===== config.mk =====
export PLATFORM = sky130hd
export DESIGN_NAME = ssrc_supervisor
export DESIGN_NICKNAME = d
export VERILOG_FILES = /design/src/design/ssrc_pkg.sv /design/src/design/ssrc_supervisor.sv
export VERILOG_INCLUDE_DIRS = /design/src /design/src/design
export SDC_FILE = /design/constraint.sdc
export NUM_CORES = 1
export LEC_CHECK = 0
export ABC_CLOCK_PERIOD_IN_PS = 6500
export BUFFER_PORTS_ARGS = -buffer_cell sky130_fd_sc_hd__buf_4
export CORE_UTILIZATION = 60
export CTS_CLUSTER_SIZE = 8
export DETAILED_ROUTE_END_ITERATION = 10
export PLACE_DENSITY = 0.87
export RECOVER_POWER = 25
export SYNTH_ARGS = -nofsm -noshare
export SYNTH_HDL_FRONTEND = slang
export SYNTH_SLANG_ARGS = --single-unit
export TNS_END_PERCENT = 30

===== constraint.sdc =====
create_clock -name clk -period 6.5 [get_ports clk]
set_clock_uncertainty 0.2 [all_clocks]
set_input_delay 0.975 -clock clk [delete_from_list [all_inputs] [get_ports clk]]
set_output_delay 0.975 -clock clk [all_outputs]
set_load 0.02 [all_outputs]

===== src/design/ssrc_map.svh =====
// Constants of the supply supervisor and reset control block.
// Assumes a 250 MHz system clock and the plain register port of the top.
// Notes on behaviour
// - Hold system reset while supply below threshold
// - Start option load at release threshold
// - Option load confirms, changes or disables brownout
// - Five brownout levels chosen by option bytes
// - With brownout at power-on, release at 1.8 V
// - Optional reference shutdown during Stop mode
// - Seven software-selected detector threshold levels
// - Detector interrupt on fall, rise or both
// - Detector silent until software enables it
// - Start-up 3.3 ms with brownout, else 1 ms
`ifndef SSRC_MAP_SVH
`define SSRC_MAP_SVH

// Register offsets on the 3-bit address port
`define SSRC_ADDR_CTRL 3'h0
`define SSRC_ADDR_STATUS 3'h1
`define SSRC_ADDR_CLEAR 3'h2
`define SSRC_ADDR_IRQ_EN 3'h3

// Control register fields
`define SSRC_CTRL_DET_EN 0
`define SSRC_CTRL_LVL_LO 1
`define SSRC_CTRL_LVL_HI 3
`define SSRC_CTRL_FALL_EN 4
`define SSRC_CTRL_RISE_EN 5
`define SSRC_CTRL_REF_OFF 6

// Status, clear and enable layout
`define SSRC_EV_FALL 0
`define SSRC_EV_RISE 1
`define SSRC_ST_DET_ABOVE 2
`define SSRC_ST_BOR_ON 3
`define SSRC_ST_BOR_LO 4
`define SSRC_ST_BOR_HI 6
`define SSRC_ST_RUN 7

// Reset values
`define SSRC_CTRL_RST 8'h00
`define SSRC_IRQ_EN_RST 2'h0

// Level ranges: five brownout levels, seven detector levels
`define SSRC_BOR_LVL_MAX 3'h4
`define SSRC_BOR_LVL_DEF 3'h0
`define SSRC_DET_LVL_MAX 3'h6

// Start-up times in microseconds and clock period in ns
`define SSRC_CLK_PERIOD_NS 4
`define SSRC_TSTART_BOR_US 3300
`define SSRC_TSTART_NOBOR_US 1000
`define SSRC_TSTART_BOR_CYC (`SSRC_TSTART_BOR_US * 1000 / `SSRC_CLK_PERIOD_NS)
`define SSRC_TSTART_NOBOR_CYC (`SSRC_TSTART_NOBOR_US * 1000 / `SSRC_CLK_PERIOD_NS)

`endif


===== src/design/ssrc_pkg.sv =====
// Types of the supply supervisor and reset control block.
// Assumes the constants header is compiled alongside.
package ssrc_pkg;

    // Sequencer states from power-on to normal run
    typedef enum logic [1:0] {
        SSRC_HOLD,
        SSRC_START,
        SSRC_OPTLOAD,
        SSRC_RUN
    } ssrc_state_t;

endpackage : ssrc_pkg


===== src/design/ssrc_supervisor.sv =====
// Supply supervisor digital control: reset sequencer, option load,
// brownout level selection and the programmable voltage detector.
// Assumes comparator outputs and option storage answers are synchronous
// to clk, except the detector output which is synchronised here.
//
// The address-and-strobe port and the register addresses were left to the implementer.
`timescale 1ns/1ns
`default_nettype none
`include "ssrc_map.svh"

module ssrc_supervisor #(
    parameter int unsigned START_BOR_CYC = `SSRC_TSTART_BOR_CYC,
    parameter int unsigned START_NOBOR_CYC = `SSRC_TSTART_NOBOR_CYC
) (
    input wire logic clk,
    input wire logic sys_rst,
    // Supply comparators
    input wire logic supplyAbovePor,
    input wire logic supplyAboveBrownout,
    input wire logic brownoutAtPowerUp,
    input wire logic detectorAbove,
    input wire logic stopMode,
    // Option byte storage
    input wire logic optValid,
    input wire logic optBrownoutOff,
    input wire logic [2:0] optBrownoutLevel,
    output logic optLoadReq,
    // Register port
    input wire logic [2:0] regAddr,
    input wire logic [7:0] regWrData,
    input wire logic regWrEn,
    input wire logic regRdEn,
    output logic [7:0] regRdData,
    // Controls to the analog side and the system
    output logic systemReset,
    output logic brownoutEnable,
    output logic [2:0] brownoutThresholdLevel,
    output logic detectorEnable,
    output logic [2:0] detectorThresholdLevel,
    output logic referenceOff,
    output logic irq
);

    // Clamp a level code to the highest legal code
    function automatic logic [2:0] clampLevel(input logic [2:0] lvl, input logic [2:0] maxLvl);
        clampLevel = (lvl > maxLvl) ? maxLvl : lvl;
    endfunction : clampLevel

    // Sequencer state
    ssrc_pkg::ssrc_state_t state_q;
    ssrc_pkg::ssrc_state_t state_d;
    logic [19:0] startCnt_q; // Start-up delay counter
    logic [19:0] startCnt_d;
    logic borPowerUp_q; // Strap caught after reset release
    logic borPowerUp_d;
    logic strapTaken_q; // Strap caught once
    logic strapTaken_d;
    logic borOn_q; // Brownout detection in force
    logic borOn_d;
    logic [2:0] borLvl_q; // Brownout level in force
    logic [2:0] borLvl_d;
    logic sysRst_q; // System reset output
    logic sysRst_d;
    logic optReq_q; // Option load request
    logic optReq_d;
    logic supplyOk; // Supply above the active threshold

    // Detector path
    logic detMeta_q; // First synchroniser stage
    logic detSync_q; // Second synchroniser stage
    logic [2:0] detWarm_q; // Ones shift in as the synchroniser fills after reset
    logic detPrev_q; // Previous synchronised level
    logic detPrev_d;
    logic [7:0] ctrl_q; // Control register
    logic [7:0] ctrl_d;
    logic [1:0] pend_q; // Sticky event flags
    logic [1:0] pend_d;
    logic [1:0] irqEn_q; // Interrupt enables
    logic [1:0] irqEn_d;
    logic [1:0] evt; // Crossing events this cycle
    logic [7:0] rdData_q;
    logic [7:0] rdData_d;
    logic irq_q;
    logic irq_d;
    logic refOff_q;
    logic refOff_d;

    // Active threshold: brownout comparator when enabled, else power-on level
    // Before the strap is caught borOn_q is 0, so the power-on level rules
    always_comb begin
        supplyOk = borOn_q ? supplyAboveBrownout : supplyAbovePor;
    end

    // Sequencer next state
    always_comb begin
        state_d = state_q;
        startCnt_d = startCnt_q;
        borPowerUp_d = borPowerUp_q;
        strapTaken_d = 1'b1;
        borOn_d = borOn_q;
        borLvl_d = borLvl_q;
        optReq_d = 1'b0;
        if (!strapTaken_q) begin
            // Strap sampled on the first edge after release
            // A later strap change is ignored until the next reset
            borPowerUp_d = brownoutAtPowerUp;
            borOn_d = brownoutAtPowerUp;
        end
        case (state_q)
            ssrc_pkg::SSRC_HOLD: begin
                // Held until supply crosses the release threshold
                // Cleared here so every re-entry restarts the full delay
                startCnt_d = 20'h00000;
                if (strapTaken_q && supplyOk) begin
                    state_d = ssrc_pkg::SSRC_START;
                end
            end
            ssrc_pkg::SSRC_START: begin
                // Start-up delay, longer with brownout at power-up
                // 20 bits hold the long default count with room to spare
                if (!supplyOk) begin
                    state_d = ssrc_pkg::SSRC_HOLD;
                end else if (borPowerUp_q ?
                        (startCnt_q >= 20'(START_BOR_CYC - 1)) :
                        (startCnt_q >= 20'(START_NOBOR_CYC - 1))) begin
                    state_d = ssrc_pkg::SSRC_OPTLOAD;
                    optReq_d = 1'b1;
                end else begin
                    startCnt_d = startCnt_q + 20'h00001;
                end
            end
            ssrc_pkg::SSRC_OPTLOAD: begin
                // Option load: confirm, change or disable brownout
                // Slow option storage only stretches the request, never drops it
                optReq_d = 1'b1;
                if (!supplyOk) begin
                    state_d = ssrc_pkg::SSRC_HOLD;
                    optReq_d = 1'b0;
                end else if (optValid) begin
                    optReq_d = 1'b0;
                    state_d = ssrc_pkg::SSRC_RUN;
                    borOn_d = !optBrownoutOff;
                    borLvl_d = clampLevel(optBrownoutLevel, `SSRC_BOR_LVL_MAX);
                end
            end
            ssrc_pkg::SSRC_RUN: begin
                // Supply drop below the active threshold resets the system
                // Option results stay in force until the next load
                if (!supplyOk) begin
                    state_d = ssrc_pkg::SSRC_HOLD;
                end
            end
            default: begin
                state_d = ssrc_pkg::SSRC_HOLD;
            end
        endcase
        // Reset stays asserted everywhere except run
        sysRst_d = (state_d != ssrc_pkg::SSRC_RUN);
    end

    // Sequencer registers
    // Reset output powers up asserted so the system never runs early
    always_ff @(posedge clk or posedge sys_rst) begin
        if (sys_rst) begin
            state_q <= ssrc_pkg::SSRC_HOLD;
            startCnt_q <= 20'h00000;
            borPowerUp_q <= 1'b0;
            strapTaken_q <= 1'b0;
            borOn_q <= 1'b0;
            borLvl_q <= `SSRC_BOR_LVL_DEF;
            sysRst_q <= 1'b1;
            optReq_q <= 1'b0;
        end else begin
            state_q <= state_d;
            startCnt_q <= startCnt_d;
            borPowerUp_q <= borPowerUp_d;
            strapTaken_q <= strapTaken_d;
            borOn_q <= borOn_d;
            borLvl_q <= borLvl_d;
            sysRst_q <= sysRst_d;
            optReq_q <= optReq_d;
        end
    end

    // Detector synchroniser; only the second stage is read
    // Warm-up bits count the first three edges after reset
    always_ff @(posedge clk or posedge sys_rst) begin
        if (sys_rst) begin
            detMeta_q <= 1'b0;
            detSync_q <= 1'b0;
            detWarm_q <= 3'h0;
        end else begin
            detMeta_q <= detectorAbove;
            detSync_q <= detMeta_q;
            detWarm_q <= {detWarm_q[1:0], 1'b1};
        end
    end

    // Edge detection and register file next values
    // Status is built from registered state only, never half-updated
    always_comb begin
        // Previous level tracks while disabled so enabling makes no edge
        detPrev_d = detSync_q;
        evt = 2'h0;
        // Edges ignored until both stages and the previous level hold
        // real samples: the reset zeros would otherwise look like a rise
        if (ctrl_q[`SSRC_CTRL_DET_EN] && detWarm_q[2]) begin
            evt[`SSRC_EV_FALL] = detPrev_q && !detSync_q
                && ctrl_q[`SSRC_CTRL_FALL_EN];
            evt[`SSRC_EV_RISE] = !detPrev_q && detSync_q
                && ctrl_q[`SSRC_CTRL_RISE_EN];
        end
        ctrl_d = ctrl_q;
        irqEn_d = irqEn_q;
        pend_d = pend_q;
        // Software writes
        if (regWrEn) begin
            case (regAddr)
                `SSRC_ADDR_CTRL: begin
                    ctrl_d = regWrData;
                    ctrl_d[`SSRC_CTRL_LVL_HI:`SSRC_CTRL_LVL_LO] = clampLevel(
                        regWrData[`SSRC_CTRL_LVL_HI:`SSRC_CTRL_LVL_LO],
                        `SSRC_DET_LVL_MAX);
                    ctrl_d[7] = 1'b0;
                end
                `SSRC_ADDR_CLEAR: begin
                    // Ones clear, zeros leave the other flag alone
                    pend_d = pend_q & ~regWrData[1:0];
                end
                `SSRC_ADDR_IRQ_EN: begin
                    irqEn_d = regWrData[1:0];
                end
                default: begin
                    // Status is read-only, others unmapped
                end
            endcase
        end
        // A new event wins over a clear in the same cycle
        pend_d = pend_d | evt;
        // Read data stands the cycle after the strobe only
        // Zero outside the answer cycle keeps a shared read bus quiet
        rdData_d = 8'h00;
        if (regRdEn) begin
            case (regAddr)
                `SSRC_ADDR_CTRL: begin
                    rdData_d = ctrl_q;
                end
                `SSRC_ADDR_STATUS: begin
                    rdData_d[1:0] = pend_q;
                    rdData_d[`SSRC_ST_DET_ABOVE] = detSync_q;
                    rdData_d[`SSRC_ST_BOR_ON] = borOn_q;
                    rdData_d[`SSRC_ST_BOR_HI:`SSRC_ST_BOR_LO] = borLvl_q;
                    rdData_d[`SSRC_ST_RUN] = (state_q == ssrc_pkg::SSRC_RUN);
                end
                `SSRC_ADDR_IRQ_EN: begin
                    rdData_d[1:0] = irqEn_q;
                end
                default: begin
                    rdData_d = 8'h00;
                end
            endcase
        end
        // Level interrupt from enabled pending flags
        // Built from next values so irq moves on the flag's own edge
        irq_d = |(pend_d & irqEn_d);
        // Reference shutdown only in Stop mode and when asked for
        // Limitation: the reference is cut whatever the sequencer state
        refOff_d = ctrl_d[`SSRC_CTRL_REF_OFF] && stopMode;
    end

    // Register file and output registers
    always_ff @(posedge clk or posedge sys_rst) begin
        if (sys_rst) begin
            detPrev_q <= 1'b0;
            ctrl_q <= `SSRC_CTRL_RST;
            pend_q <= 2'h0;
            irqEn_q <= `SSRC_IRQ_EN_RST;
            rdData_q <= 8'h00;
            irq_q <= 1'b0;
            refOff_q <= 1'b0;
        end else begin
            detPrev_q <= detPrev_d;
            ctrl_q <= ctrl_d;
            pend_q <= pend_d;
            irqEn_q <= irqEn_d;
            rdData_q <= rdData_d;
            irq_q <= irq_d;
            refOff_q <= refOff_d;
        end
    end

    // Outputs straight from flip-flops
    // Levels are clamped on the way in, so readback shows what is in force
    assign optLoadReq = optReq_q;
    assign regRdData = rdData_q;
    assign systemReset = sysRst_q;
    assign brownoutEnable = borOn_q;
    assign brownoutThresholdLevel = borLvl_q;
    assign detectorEnable = ctrl_q[`SSRC_CTRL_DET_EN];
    assign detectorThresholdLevel = ctrl_q[`SSRC_CTRL_LVL_HI:`SSRC_CTRL_LVL_LO];
    assign referenceOff = refOff_q;
    assign irq = irq_q;

endmodule : ssrc_supervisor
`default_nettype wire


==> impl.org, run 1 <==
** Run status
- Status :: finished, violations left
- Violations in the final reports :: capacitance limit, slew limit

** Final layout
- Commonest non-fill, non-tap cells in the layout :: dfrtp_1, buf_4, nand2_1
- For this run, the post-layout net count is around 340.
- Area Overhead vs Synth :: 14.4%
- Post-Route Utilization :: around 73%
- The repair_antennas step left the layout with diodes totalling 0.
- Cells with a size suffix above 1 make up between 20% and 30% of the layout.
- The library cell used most frequently in the layout, excluding fill and tap cells, is dfrtp_1.

** Setup path
- Worst R2R Setup Slack :: between 3000 and 4000 ps
- Element type at the critical path end :: asynchronous set/reset pin
- Path depth of the worst reg2reg path :: 6
- Endpoint of the lowest-slack register-to-register path :: startCnt_q[5]
- Largest driver fanout on the critical path :: 56
- Critical path required time :: 6090 ps
- Counting both buffers and inverters, the worst setup path holds a total of 3.
- Arrival time reported for the critical path endpoint :: about 3200 ps
- The startpoint identified for the worst register-to-register timing path is startCnt_q[4].
- Grouping stages by cell kind, the critical path spends the most delay in buffers and inverters.
- Biggest cell delay along the critical path :: 2050 ps
- List of cells traversed by the critical path :: clkbuf_4 -> inv_1 -> clkbuf_1
- Worst path depth :: 3
- Critical Path Source Type :: primary input
- The worst setup path is of the primary input to asynchronous set/reset pin kind.
- Max stage delay cell, worst path :: clkbuf_1

** Global route
- The via count of the first global-routing pass is roughly 2.2k.
- Met2 global-route usage :: between 40% and 50%
- Global routing consumed, over all layers together, approximately a quarter of the routing resources.
- The initial antenna violation count is 0.
- Global routing usage on met1 :: between 30% and 40%
- Most used routing layer in global routing :: met2
- Global routing consumed, on the met3 layer, between 4 and 5% of the routing resources.
- Entering global routing, the biggest net connects 57 pins.
- Overflow after GRT :: 0
- The first global-routing pass estimated 9920 µm of wire.

** Timing
- Achievable frequency :: around 0.28 GHz
- For the final routed database, the setup TNS stands at 0 ps.
- The number of pins exceeding their max-slew limit in the final report came to 57.
- Hold violation total from the final report :: 0
- The worst path uses 55.8% of the clock period.
- Transition time of the tightest slew-check pin :: 2930 ps
- For the finished layout, the period the worst path requires is approximately 3600 ps.
- Max-Slew Margin vs Limit :: -95.1%
- Setup repair after global routing left no endpoint under its margin.
- Setup violations remaining at the end of the flow were counted as 0.
- Across all setup checks in the final design, the least slack found is between 2000 and 3000 ps.

** CTS
- The clock drives 56 sinks.
- In this run the clock root is driven by a clkbuf_8.
- Clock latency on the worst-skew pair, taken at its later pin, is approximately 310 ps.
- Longest Clk Path Bufs :: 2
- The H-tree was split into 2 levels.
- Number of cells upsized or downsized after cts :: 0
- Clock tree from TritonCTS :: built
- The number of clock buffers added by TritonCTS is 5.
- Setup Fix Bufs, Post-CTS :: 0
- Total of hold buffers inserted after clock tree synthesis :: 0
- Clock transition at the register clock pins on the worst setup and hold paths after CTS :: approximately 90 ps

** Yosys
- The Yosys step of the flow raised 0 warnings.
- Biggest area consumer among synthesized cells :: dfrtp_1
- Yosys mapped a number of flops with a built-in enable equal to 0.
- Number of synthesized register bits :: between 50 and 60
- Commonest register cell after synthesis :: dfrtp_1
- In the synthesized netlist the async set-or-reset flop fraction comes to 100%.
- By area the synthesized netlist is led by dfrtp_1, mux2i_1, mux2_2.
- Share of the yosys chip area belonging to registers :: 50.0%
- Counting every net in the synthesized netlist gives just over 300.
- Synthesized area per cell :: between 10 and 15 µm²
- Synthesis instantiated 53 different standard cells from the library.
- The mapped netlist covers around 2800 µm².
- Number of cells produced by synthesis :: 273
- The synthesized design devotes to its leading area cell type 49.1% of total area.

** Pwr
- Worst vdd ir :: between 100 and 150 µV
- For this design the ratio of total power to cell area is ~260 nW/µm².
- The analysis attributes to cell leakage a power of between 1 and 1.5 nW.

** Floorplanning
- The die covers slightly below 5000 µm².
- The core region is about 4400 µm².
- Effective utilization at floorplan :: 63.5%
- The die is 70.4 µm tall.
- Measured along the x axis, the die boundary spans between 70 and 80 µm.
- The initialized floorplan defines 24 standard-cell rows.
- Number of placed I/O pins :: 45

** Hold path
- Worst min-delay path endpoint :: detPrev_d
- Start point of the worst min-delay path :: detMeta_q
- The worst hold path passes through 0 cells.
- In this run the worst hold path is classified as flip-flop to flip-flop.

** Placed design
- Worst setup timing slack at the placement stage :: about 3300 ps
- Buffers placed on the I/O ports in this run total 43.
- Once detailed placement completed, the half-perimeter wirelength came to 4060 µm.
- Routability-driven placement finished with a final weighted congestion of roughly 0.82.

** Route
- Avg Vias per Cell :: between 6 and 7
- For this block, the initial DRC count from the detailed router was between 90 and 100.
- The final route contains ~2.2k vias.
- Total wire length after detailed routing :: 5860 µm
- In the final routed layout, each cell accounts on average for 16.1 µm.
- Number of remaining DRC errors :: 0
- Count of antenna-violating nets left after detailed routing :: 0
- The first detailed-routing pass ran for 4 iterations.

** Run
- Max-cap violations in this run came to 1.
-- area by class of cell --
class	instances	area, µm²
inverters	10	37.5
clock buffers	6	72.6
multi-input cells	194	1290
repair buffers	44	327
clock inverters	2	12.5
fillers	300	1200
well taps	52	65.1
flip-flops and latches	56	1400
-- worst register-to-register path, stage by stage (launching register included) --
cell      delay (ps)
dfrtp_1          460
or4_1            530
nor4b_1          330
o21ai_1          190
a21oi_2          960
o311ai_0         290
o41ai_1          120
-- kinds of logic (layout without fill, tap and decap cells) --
group / after synthesis / after routing / synth area share, %
AOI/OAI and AO/OA: 58 / 58 / 14.2
other: 1 / 1 / 0.134
buffers and inverters: 23 / 62 / 3.92
and+or+nand+nor: 106 / 106 / 20.5
DFF: 56 / 56 / 50.0
muxes: 24 / 24 / 9.05
adders and majority gates: 5 / 5 / 2.23
-- per-layer routing --
layer / vias to the layer above / share of wire (%) / wire length (µm)
met1: 1081 / 44 / 2600
li1: 1079 / - / -
met2: 71 / 49 / 2880
met3: 13 / 4.4 / 260
met4: 0 / 2.1 / 124
met5: - / 0 / 0
-- sequential cells by signal, indices dropped and copies added (netlist names) --
name                    count
regRdData                   8
brownoutThresholdLevel      3
state_q                     2
irqEn_q                     2
detPrev_d                   1
detMeta_q                   1
systemReset                 1
brownoutEnable              1
detPrev_q                   1
optLoadReq                  1
irq                         1
borPowerUp_q                1
pend_q                      2
referenceOff                1
startCnt_q                 20
ctrl_q                      7
detWarm_q                   3
-- how the worst max path moves through the flow --
stage,startpoint,to
finish,sys_rst,startCnt_q[6]
global route,sys_rst,startCnt_q[4]
detailed placement,supplyAboveBrownout,startCnt_q[5]
CTS,startCnt_q[4],startCnt_q[5]
global placement,supplyAboveBrownout,startCnt_q[7]
floorplan,regAddr[1],referenceOff
-- through the flow --
step           total power, mW  cells  hold slack (ps)  cell area (µm²)
2_1_floorplan            0.589    273              131             2810
3_3_place_gp             0.649    356              136             3130
3_5_place_dp             0.658    356              135             3130
4_1_cts                  0.842    364              156             3210
5_1_grt                  0.886    364              165             3210
6_report                 0.840    364              155             3210
-- power by group --
group / internal (mW) / switching, mW
clock network: 0.0756 / 0.113
registers: 0.389 / 0.0318
logic: 0.0884 / 0.143
total: 0.553 / 0.287
-- Yosys cell counts (all sizes together), types with 3 or more instances --
| cell | count |
|---|---|
| ha | 5 |
| o31ai | 10 |
| mux2 | 11 |
| nor4 | 4 |
| a31oi | 3 |
| nor2 | 23 |
| nand2b | 3 |
| nand4 | 5 |
| mux2i | 13 |
| nand2 | 29 |
| clkbuf | 6 |
| a21oi | 18 |
| buf | 7 |
| inv | 10 |
| nor4b | 3 |
| dfrtp | 55 |
| nor2b | 3 |
| o21ai | 11 |
| nand3 | 10 |
| or4 | 10 |
No activity file was read; power rests on OpenSTA's default activity.
==> inputs of run 2 (changes only) <==
--- a/config.mk
+++ b/config.mk
@@ -6,12 +6,13 @@
 export SDC_FILE = /design/constraint.sdc
 export NUM_CORES = 1
 export LEC_CHECK = 0
-export ABC_CLOCK_PERIOD_IN_PS = 6500
+export ABC_AREA = 1
+export ABC_CLOCK_PERIOD_IN_PS = 3800
 export BUFFER_PORTS_ARGS = -buffer_cell sky130_fd_sc_hd__buf_4
-export CORE_UTILIZATION = 60
+export CORE_UTILIZATION = 57
 export CTS_CLUSTER_SIZE = 8
 export DETAILED_ROUTE_END_ITERATION = 10
-export PLACE_DENSITY = 0.87
+export PLACE_DENSITY = 0.83
 export RECOVER_POWER = 25
 export SYNTH_ARGS = -nofsm -noshare
 export SYNTH_HDL_FRONTEND = slang
==> constraint.sdc (replaced) <==
create_clock -name clk -period 3.8 [get_ports clk]
set_clock_uncertainty 0.2 [all_clocks]
set_input_delay 0.57 -clock clk [delete_from_list [all_inputs] [get_ports clk]]
set_output_delay 0.57 -clock clk [all_outputs]
set_load 0.02 [all_outputs]
==> run 2 against run 1 <==
  * The run now ends clean
  * Combinational power up 140%
  * Non-clock buffer count unchanged
  * Area after synthesis up 9.2%
  * First-iteration DRC count up 140%
  * Sequential share of layout area down 4.1 points
  * Setup slack worse by 1600 ps
  * Global-route usage down 0.31 points
  * Core utilization down 3.8 points
  * Sequential power up 76%
  * Register-to-register slack worse by 2000 ps
  * Final area up 10%
  * Hold slack better by 3.6 ps
  * Highest routed layer unchanged
==> impl.org, run 2 <==
** CTS
- Cts bufs inserted :: 5 (unchanged)
- Skew-Pair Late Insertion Delay :: 310 ps (about the same)
- Clock tree from TritonCTS :: built
- Clock transition at the register clock pins on the worst setup and hold paths after CTS :: 100 ps (about the same)
- The total of hold buffers inserted after clock tree synthesis is 0 (unchanged).
- CTS placed an instance of clkbuf_8 at the clock tree root.
- The post-CTS setup-driven buffer insertion count is 0 (unchanged).
- The maximum clock insertion buffer count came to 2 (unchanged).
- The count of cells resized by post-cts repair came to 0 (unchanged).
- Clock sinks :: 56 (unchanged)
- Number of levels in the clock H-tree :: 2 (unchanged)

** Final layout
- Most frequent standard cell in the layout excluding fill and tap cells :: nand2_1
- The utilization after layout came to 68.9% (-3.8 points).
- Compared with the post-synthesis result, the final layout area differs by 15.6%.
- Commonest non-fill, non-tap cells in the layout :: nand2_1, dfrtp_1, inv_1
- The register with the most flip-flops in the final layout is startCnt_q.
- Final non-filler cell total :: 499 (+37%)
- Sequential cell area in the final layout :: 1400 µm² (unchanged)
- Number of flip-flops under the largest register name :: 20 (unchanged)
- Filler cell count in the final layout :: 427 (+42%)
- Share of layout cells above drive strength 1 :: 20.0% (-1.7 points)
- Finished layout cell area :: 3540 µm² (+10%)
- Total area of multi-input combinational cells :: 1420 µm² (+9.9%)
- # nets final :: 458 (+34%)
- Ant diodes :: 0 (unchanged)

** Hold path
- Worst min-delay path category :: flip-flop to flip-flop
- Depth of the worst hold-timing path :: 0 (unchanged)
- Worst min-delay path endpoint :: detPrev_d
- Start point of the worst min-delay path :: detMeta_q

** Yosys
- Commonest register cell after synthesis :: dfrtp_1
- The flop and latch count out of synthesis was 56 (unchanged).
- Number of cells produced by synthesis :: 384 (+41%)
- The number of enable flip-flop cells after synthesis was 0 (unchanged).
- The netlist area before placement was 3060 µm² (+9.2%).
- The synthesized-area fraction occupied by xor and xnor cells was 4.00% (+4.0 points).
- Synth area leaders :: dfrtp_1, nand2_1, inv_1
- Adder-cell area share of the yosys netlist :: 2.04% (-0.19 points)
- Yosys warning total :: 0 (unchanged)
- The net count after synthesis is 414 (+37%).
- By count the netlist is led by nand2_1, dfrtp_1, inv_1.
- The multiplexer share of the synthesized area is 0.368% (-8.7 points).
- Post-synthesis compound-gate area fraction :: 10.6% (-3.6 points)
- Post-synthesis async set-or-reset flop share :: 100% (unchanged)
- Dominant combinational cell family by area after synthesis :: simple AND/OR/NAND/NOR gates
- The post-synthesis simple-gate area fraction was 29.2% (+8.7 points).
- Unique masters post-synth :: 34 (-36%)
- The post-synthesis average cell area was 7.98 µm² (-22%).
- Share of the yosys chip area belonging to registers :: 45.8% (-4.2 points)
- Count leader, synth :: nand2_1
- The fraction of post-synthesis cell area in the top cell type by area came to 44.9% (-4.1 points).
- Biggest area consumer among synthesized cells :: dfrtp_1

** Timing
- Post-layout worst setup margin :: 1260 ps (-1610 ps)
- The number of setup violations in the final report was 0 (unchanged).
- Transition time of the tightest slew-check pin :: 1410 ps (-1510 ps)
- The number of pins exceeding their max-slew limit in the final report was 0 (-100%).
- The setup TNS was 0 ps (unchanged).
- The worst path in the final design needs a cycle of between 2000 and 3000 ps, including I/O delays and setup.
- Setup repair after global routing left no endpoint under its margin.
- Max-Slew Margin vs Limit :: 5.72% (+100 points)
- Hold slack final :: 159 ps (+3.56 ps)
- The number of endpoints with negative hold slack in the final report came to 0 (unchanged).
- Dividing the final minimum period by the clock period gives between 60% and 70%.
- For this run, the top clock speed supported by timing is between 0.3 and 0.4 GHz.

** Global route
- The wire length of the first global-routing pass was 10600 µm (+7.0%).
- Maximum number of pins on one net before global-route repair :: 40 (-30%)
- The global-route usage over all layers was 24.9% (-0.31 points).
- The total grt overflow is 0 (unchanged).
- The via count of the first global-routing pass is 2398 (+9.9%).
- Antenna violations before repair :: 0 (unchanged)

** Pwr
- Internal power :: 1.07 mW (+93%)
- Share of power burned in combinational logic :: 32.3% (+4.8 points)
- The portion of total power attributed to sequential cells came to 43.6% (-6.5 points).
- The net load switching power is 0.632 mW (+120%).
- The clock group share of total power came to 24.1% (+1.7 points).
- The total leakage power was 1.71 nW (+21%).
- Power per cell area :: 479 nW/µm² (+83%)
- Power after layout :: 1.70 mW (+100%)
- The switching power as a share of total power came to 37.2% (+3.0 points).
- Worst vdd ir :: 297 µV (+120%)

** Route
- Average wire per cell in the routed design :: 13.2 µm (-18%)
- Iter 0 DRT Violations :: 229 (+140%)
- The number of vias in the routed layout was 2587 (+15%).
- The number of vias per cell is 5.18 (-16%).
- Total wire length after detailed routing :: 6560 µm (+12%)
- Count of antenna-violating nets left after detailed routing :: 0 (unchanged)
- Number of remaining DRC errors :: 0 (unchanged)
- The detailed-routing iteration count for the pre-antenna-repair pass came to 4 (unchanged).

** Run
- Number of violations of the max-capacitance limit :: 0 (-1)

** Setup path
- Biggest cell delay along the critical path :: 440 ps (-1610 ps)
- Path depth of the worst reg2reg path :: 8 (+2)
- Endpoint of the lowest-slack register-to-register path :: startCnt_q[0]
- Max stage delay cell, worst path :: dfrtp_1
- The arrival time of data at the critical path endpoint was 2580 ps (-640 ps).
- Element type at the critical path end :: flip-flop
- Traced cell by cell, the critical path runs through inv_1 -> ha_1 -> inv_1 -> nor2_2 -> nand2_4 -> nand2_4 -> nand3_1 -> o21ai_2.
- The maximum fanout along the worst path is 32 (-43%).
- The setup path with the least slack is of type flip-flop to flip-flop.
- Dominant delay contributor by cell family on the critical path :: simple AND/OR/NAND/NOR gates
- Critical Path Source Type :: flip-flop
- Start of the worst register-to-register path :: state_q[1]
- Worst R2R Setup Slack :: 1260 ps (-2040 ps)
- The worst path required time is 3840 ps (-2250 ps).
- The critical path buffer and inverter count was 2 (-1).

** Placed design
- Final weighted congestion in routability-driven placement :: 0.902 (+10%)
- The number of input and output port buffers inserted was 43 (unchanged).
- Cell total after placement :: 491 (+38%)
- The placed standard-cell area came to 3420 µm² (+9.4%).
- The post-placement setup slack is 1310 ps (-1960 ps).
- Final HPWL from detailed placement :: 4870 µm (+20%)

** Floorplanning
- The die area is 5670 µm² (+15%).
- The height of the die came to 75.3 µm (+7.0%).
- Number of rows created at floorplan :: 26 (+8.3%)
- The initial cell density of the core was 59.6% (-4.0 points).
- The die boundary width came to 75.3 µm (+7.0%).
- Number of placed I/O pins :: 45 (unchanged)
- The core area was 5140 µm² (+16%).

** Run status
- The flow ran to the end, and the final reports show no timing, DRC or antenna violations.
[run 2: changes by cell type after synthesis, sizes merged, moves of 8 or more]
| cell | delta |
|---|---|
| nand3 | +19 |
| xor2 | +12 |
| o21ai | +15 |
| or4 | -10 |
| nor3 | +12 |
| nor2 | +19 |
| mux2i | -13 |
| nand2 | +86 |
| mux2 | -10 |
| inv | +38 |
| o31ai | -8 |
[run 2: cells by family (layout without fill, tap and decap cells)]
logic type	Yosys count	in the layout
flops	56	56
compound gates	48	48
buf+inv	55	100
other cells	1	1
xor+xnor	14	14
simple gates	204	204
fa+ha+maj	5	5
mux	1	1
[run 2: cell type report]
type                    count  share of cell area (%)
well taps                  70                    2.47
flip-flops and latches     56                    39.6
inverters                  48                    5.09
multi-input cells         273                    40.1
clock buffers               6                    2.33
clock inverters             2                    1.10
repair buffers             44                    9.33
[run 2: how the worst max path moves through the flow]
stage,start,to,slack (ps),cells after the start
floorplan,sys_rst,borPowerUp_q,1660,1
global placement,state_q[1],startCnt_q[6],1330,8
detailed placement,state_q[1],startCnt_q[6],1310,8
CTS,state_q[1],startCnt_q[0],1260,8
global route,state_q[1],startCnt_q[6],1060,8
finish,state_q[1],startCnt_q[0],1260,8
[run 2: worst reg2reg max path, delay by kind of cell (launching register included)]
family,cells,cell delay [ps]
compound gates,1,100
fa+ha+maj,1,330
simple gates,4,1000
flops,1,440
buf+inv,2,410
[run 2: power by group through the flow]
stage | combinational [mW] | sequential [mW] | clock [mW]
2_1_floorplan | 0.397 | 0.777 | 0
4_1_cts | 0.549 | 0.740 | 0.417
3_5_place_dp | 0.543 | 0.752 | 0
6_report | 0.548 | 0.741 | 0.409
5_1_grt | 0.616 | 0.752 | 0.440
3_3_place_gp | 0.532 | 0.748 | 0
[run 2: routing by layer]
layer	up-vias	part of all wire (%)	track usage [%]
met4	0	1.7	9.88
li1	1301	-	-
met3	10	4.6	4.50
met1	1203	45	31.8
met5	-	0	0
met2	73	49	42.1
==> inputs of run 3 (changes only) <==
--- a/config.mk
+++ b/config.mk
@@ -7,7 +7,7 @@
 export NUM_CORES = 1
 export LEC_CHECK = 0
 export ABC_AREA = 1
-export ABC_CLOCK_PERIOD_IN_PS = 3800
+export ABC_CLOCK_PERIOD_IN_PS = 2500
 export BUFFER_PORTS_ARGS = -buffer_cell sky130_fd_sc_hd__buf_4
 export CORE_UTILIZATION = 57
 export CTS_CLUSTER_SIZE = 8
==> constraint.sdc (replaced) <==
create_clock -name clk -period 2.5 [get_ports clk]
set_clock_uncertainty 0.2 [all_clocks]
set_input_delay 0.375 -clock clk [delete_from_list [all_inputs] [get_ports clk]]
set_output_delay 0.375 -clock clk [all_outputs]
set_load 0.02 [all_outputs]
==> run 3 against run 2 <==
  * Final cell count increased by 1.2%
  * Global-route usage increased by 0.75 points
  * Total power increased by 47%
  * Sequential share of layout area decreased by 0.18 points
  * Largest cell class unchanged
  * Clock power increased by 26%
  * Sequential power increased by 52%
==> impl.org, run 3 (same netlist as run 2, synthesis figures left out) <==
** Run status
- Status :: finished, final reports clean

** Global route
- Maximum number of pins on one net before global-route repair :: 57 (+43%)
- The initial antenna violation count is 0 (unchanged).
- The global-route usage over all layers came to 25.6% (+0.75 points).
- Via count of the first global-routing pass :: 2411 (+0.54%)
- Global-route wire length before repair :: 11000 µm (+3.1%)
- The total grt overflow was 0 (unchanged).

** Timing
- Max-slew violations :: 0 (unchanged)
- The setup TNS is 0 ps (unchanged).
- Setup repair after global routing left no endpoint under its margin.
- Post-layout worst setup margin :: 224 ps (-1030 ps)
- Max-Slew Margin vs Limit :: 12.7% (+7.0 points)
- Fin crit share :: 91.1% (+24 points)
- The post-layout minimum cycle time is 2280 ps (-266 ps).
- The minimum hold slack is 77.6 ps (-81.0 ps).
- Achievable frequency :: 0.439 GHz (+12%)
- The slew at the pin closest to its max-slew limit was 1310 ps (-103 ps).
- The number of setup violations in the final report came to 0 (unchanged).
- The number of endpoints with negative hold slack in the final report was 0 (unchanged).

** Pwr
- The total leakage power was 1.71 nW (+0.45%).
- The worst ir drop on vdd came to 479 µV (+61%).
- The power density of the placed cells was 702 nW/µm² (+46%).

** Final layout
- Post-Route Utilization :: 69.2% (+0.32 points)
- The share of final-layout standard cells stronger than drive strength 1 came to 20.0% (-0.047 points).
- Final non-filler cell total :: 505 (+1.2%)
- Area Overhead vs Synth :: 16.2%
- The number of flip-flops in the largest register came to 20 (unchanged).
- Commonest non-fill, non-tap cells in the layout :: nand2_1, dfrtp_1, inv_1
- The final net count is 464 (+1.3%).
- Counting flops per register, the top entry is startCnt_q.
- Ant diodes :: 0 (unchanged)
- Leaving out fill and tap cells, the most frequent cell in the layout is nand2_1.

** Floorplanning
- Effective utilization at floorplan :: 59.6% (unchanged)
- The core area is 5140 µm² (unchanged).
- Floorplan die width :: 75.3 µm (unchanged)
- The die area came to 5670 µm² (unchanged).
- The cell row count was 26 (unchanged).
- Number of placed I/O pins :: 45 (unchanged)
- Height of the chip :: 75.3 µm (unchanged)

** CTS
- The total of hold buffers inserted after clock tree synthesis is 2 (+2).
- Clock transition at the register clock pins on the worst setup and hold paths after CTS :: 100 ps (about the same)
- The maximum clock insertion buffer count came to 2 (unchanged).
- Number of levels in the clock H-tree :: 2 (unchanged)
- The count of clock tree sinks came to 56 (unchanged).
- TritonCTS built the clock tree.
- The number of buffers added by the clock tree synthesis step came to 5 (unchanged).
- The post-CTS setup-driven buffer insertion count was 0 (unchanged).
- The cell sitting at the root of the clock tree is a clkbuf_8.
- Skew-Pair Late Insertion Delay :: 310 ps (about the same)
- The count of cells resized by post-cts repair is 0 (unchanged).

** Setup path
- STA classifies the critical path startpoint as a flip-flop.
- Crit path buffers/inverters :: 0 (-2)
- Arrival time reported for the critical path endpoint :: 2310 ps (-270 ps)
- Max stage delay cell, worst path :: dfrtp_1
- STA classifies the critical path endpoint as a flip-flop.
- Endpoint of the lowest-slack register-to-register path :: startCnt_q[15]
- Crit path from :: startCnt_q[0]
- The worst stage delay on the critical path was 450 ps (about the same).
- Start of the worst register-to-register path :: startCnt_q[0]
- The worst path required time was 2530 ps (-1310 ps).
- Worst path depth :: 12 (+4)
- The number of cells on the worst reg-to-reg path is 12 (+4).
- The maximum fanout along the worst path came to 32 (unchanged).
- Critical path start-end classification :: flip-flop to flip-flop
- Dominant delay contributor by cell family on the critical path :: simple AND/OR/NAND/NOR gates
- In this run the worst setup path terminates at startCnt_q[15].
- The worst setup slack for register-to-register paths came to 220 ps (-1030 ps).
- The signal on the critical path passes through ha_1 -> nand3_2 -> nand2_1 -> nand2_1 -> nand3_1 -> nand2_1 -> nand2_2 -> nand2_4 -> nand2_4 -> nand2_4 -> nand3_1 -> o21ai_2.

** Placed design
- The routability-driven placement congestion ratio came to 0.918 (+1.8%).
- The post-placement setup slack is 284 ps (-1020 ps).
- The half-perimeter wire length of the detailed placement result was 4850 µm (-0.37%).
- Cell total after placement :: 495 (+0.81%)
- Buffers on Ports :: 43 (unchanged)

** Route
- Average wire per cell in the routed design :: 13.1 µm (-0.54%)
- The number of remaining DRC errors is 0 (unchanged).
- The total length of routed wires was 6610 µm (+0.66%).
- The number of vias in the routed layout was 2595 (+0.31%).
- The initial DRC count was 198 (-14%).
- The number of nets with antenna violations after detailed routing came to 0 (unchanged).
- Avg Vias per Cell :: 5.14 (-0.88%)
- DRT Pass-1 Iters :: 4 (unchanged)

** Hold path
- In this run the worst hold path is classified as primary input to flip-flop.

** Run
- Number of violations of the max-capacitance limit :: 0 (unchanged)
==> run 3: worst reg2reg max path: stages (launching register included) <==
cell     delay [ps]
dfrtp_1         450
ha_1            270
nand3_2         140
nand2_1          70
nand2_1          60
nand3_1          70
nand2_1          80
nand2_2          60
nand2_4         110
nand2_4          90
nand2_4         350
nand3_1         180
o21ai_2          80
==> run 3: per-stage QoR <==
stage                     cell area [µm²]  total power, mW
after floorplan                      3060             1.78
after global placement               3460             1.97
after detailed placement             3460             2.00
after CTS                            3580             2.51
after global routing                 3560             2.67
final                                3560             2.50
==> run 3: area by class of cell <==
class | count | area, µm²
inverter | 48 | 180
clock buffer | 7 | 86.3
multi-input combinational | 273 | 1420
tap | 70 | 87.6
sequential | 56 | 1400
timing repair buffer | 50 | 374
clock inverter | 1 | 7.51
fill | 428 | 1580
==> run 3: worst min path at each step <==
stage | cells past startpoint | end | start | slack, ps
2_1_floorplan | 0 | detPrev_d | detMeta_q | 130
3_3_place_gp | 0 | detPrev_d | detMeta_q | 140
3_5_place_dp | 0 | detWarm_q[2] | detWarm_q[1] | 140
4_1_cts | 3 | ctrl_q[2] | regWrData[2] | 80
5_1_grt | 3 | ctrl_q[4] | regWrData[4] | 70
6_report | 3 | ctrl_q[2] | regWrData[2] | 80
==> run 3: report_power, final <==
group	internal (mW)	leakage (nW)	switching [mW]	total, mW
sequential	1.03	0.733	0.101	1.13
combinational	0.283	0.936	0.573	0.856
clock	0.226	0.0445	0.288	0.514
==> run 3: per-layer routing <==
metal	wire length, µm	track usage (%)	up-vias	part of all wire [%]
met5	0	0	-	0
met3	296	4.23	8	4.5
met4	93	7.41	0	1.4
met1	2990	33.5	1200	45
li1	-	-	1317	-
met2	3220	44.1	70	49
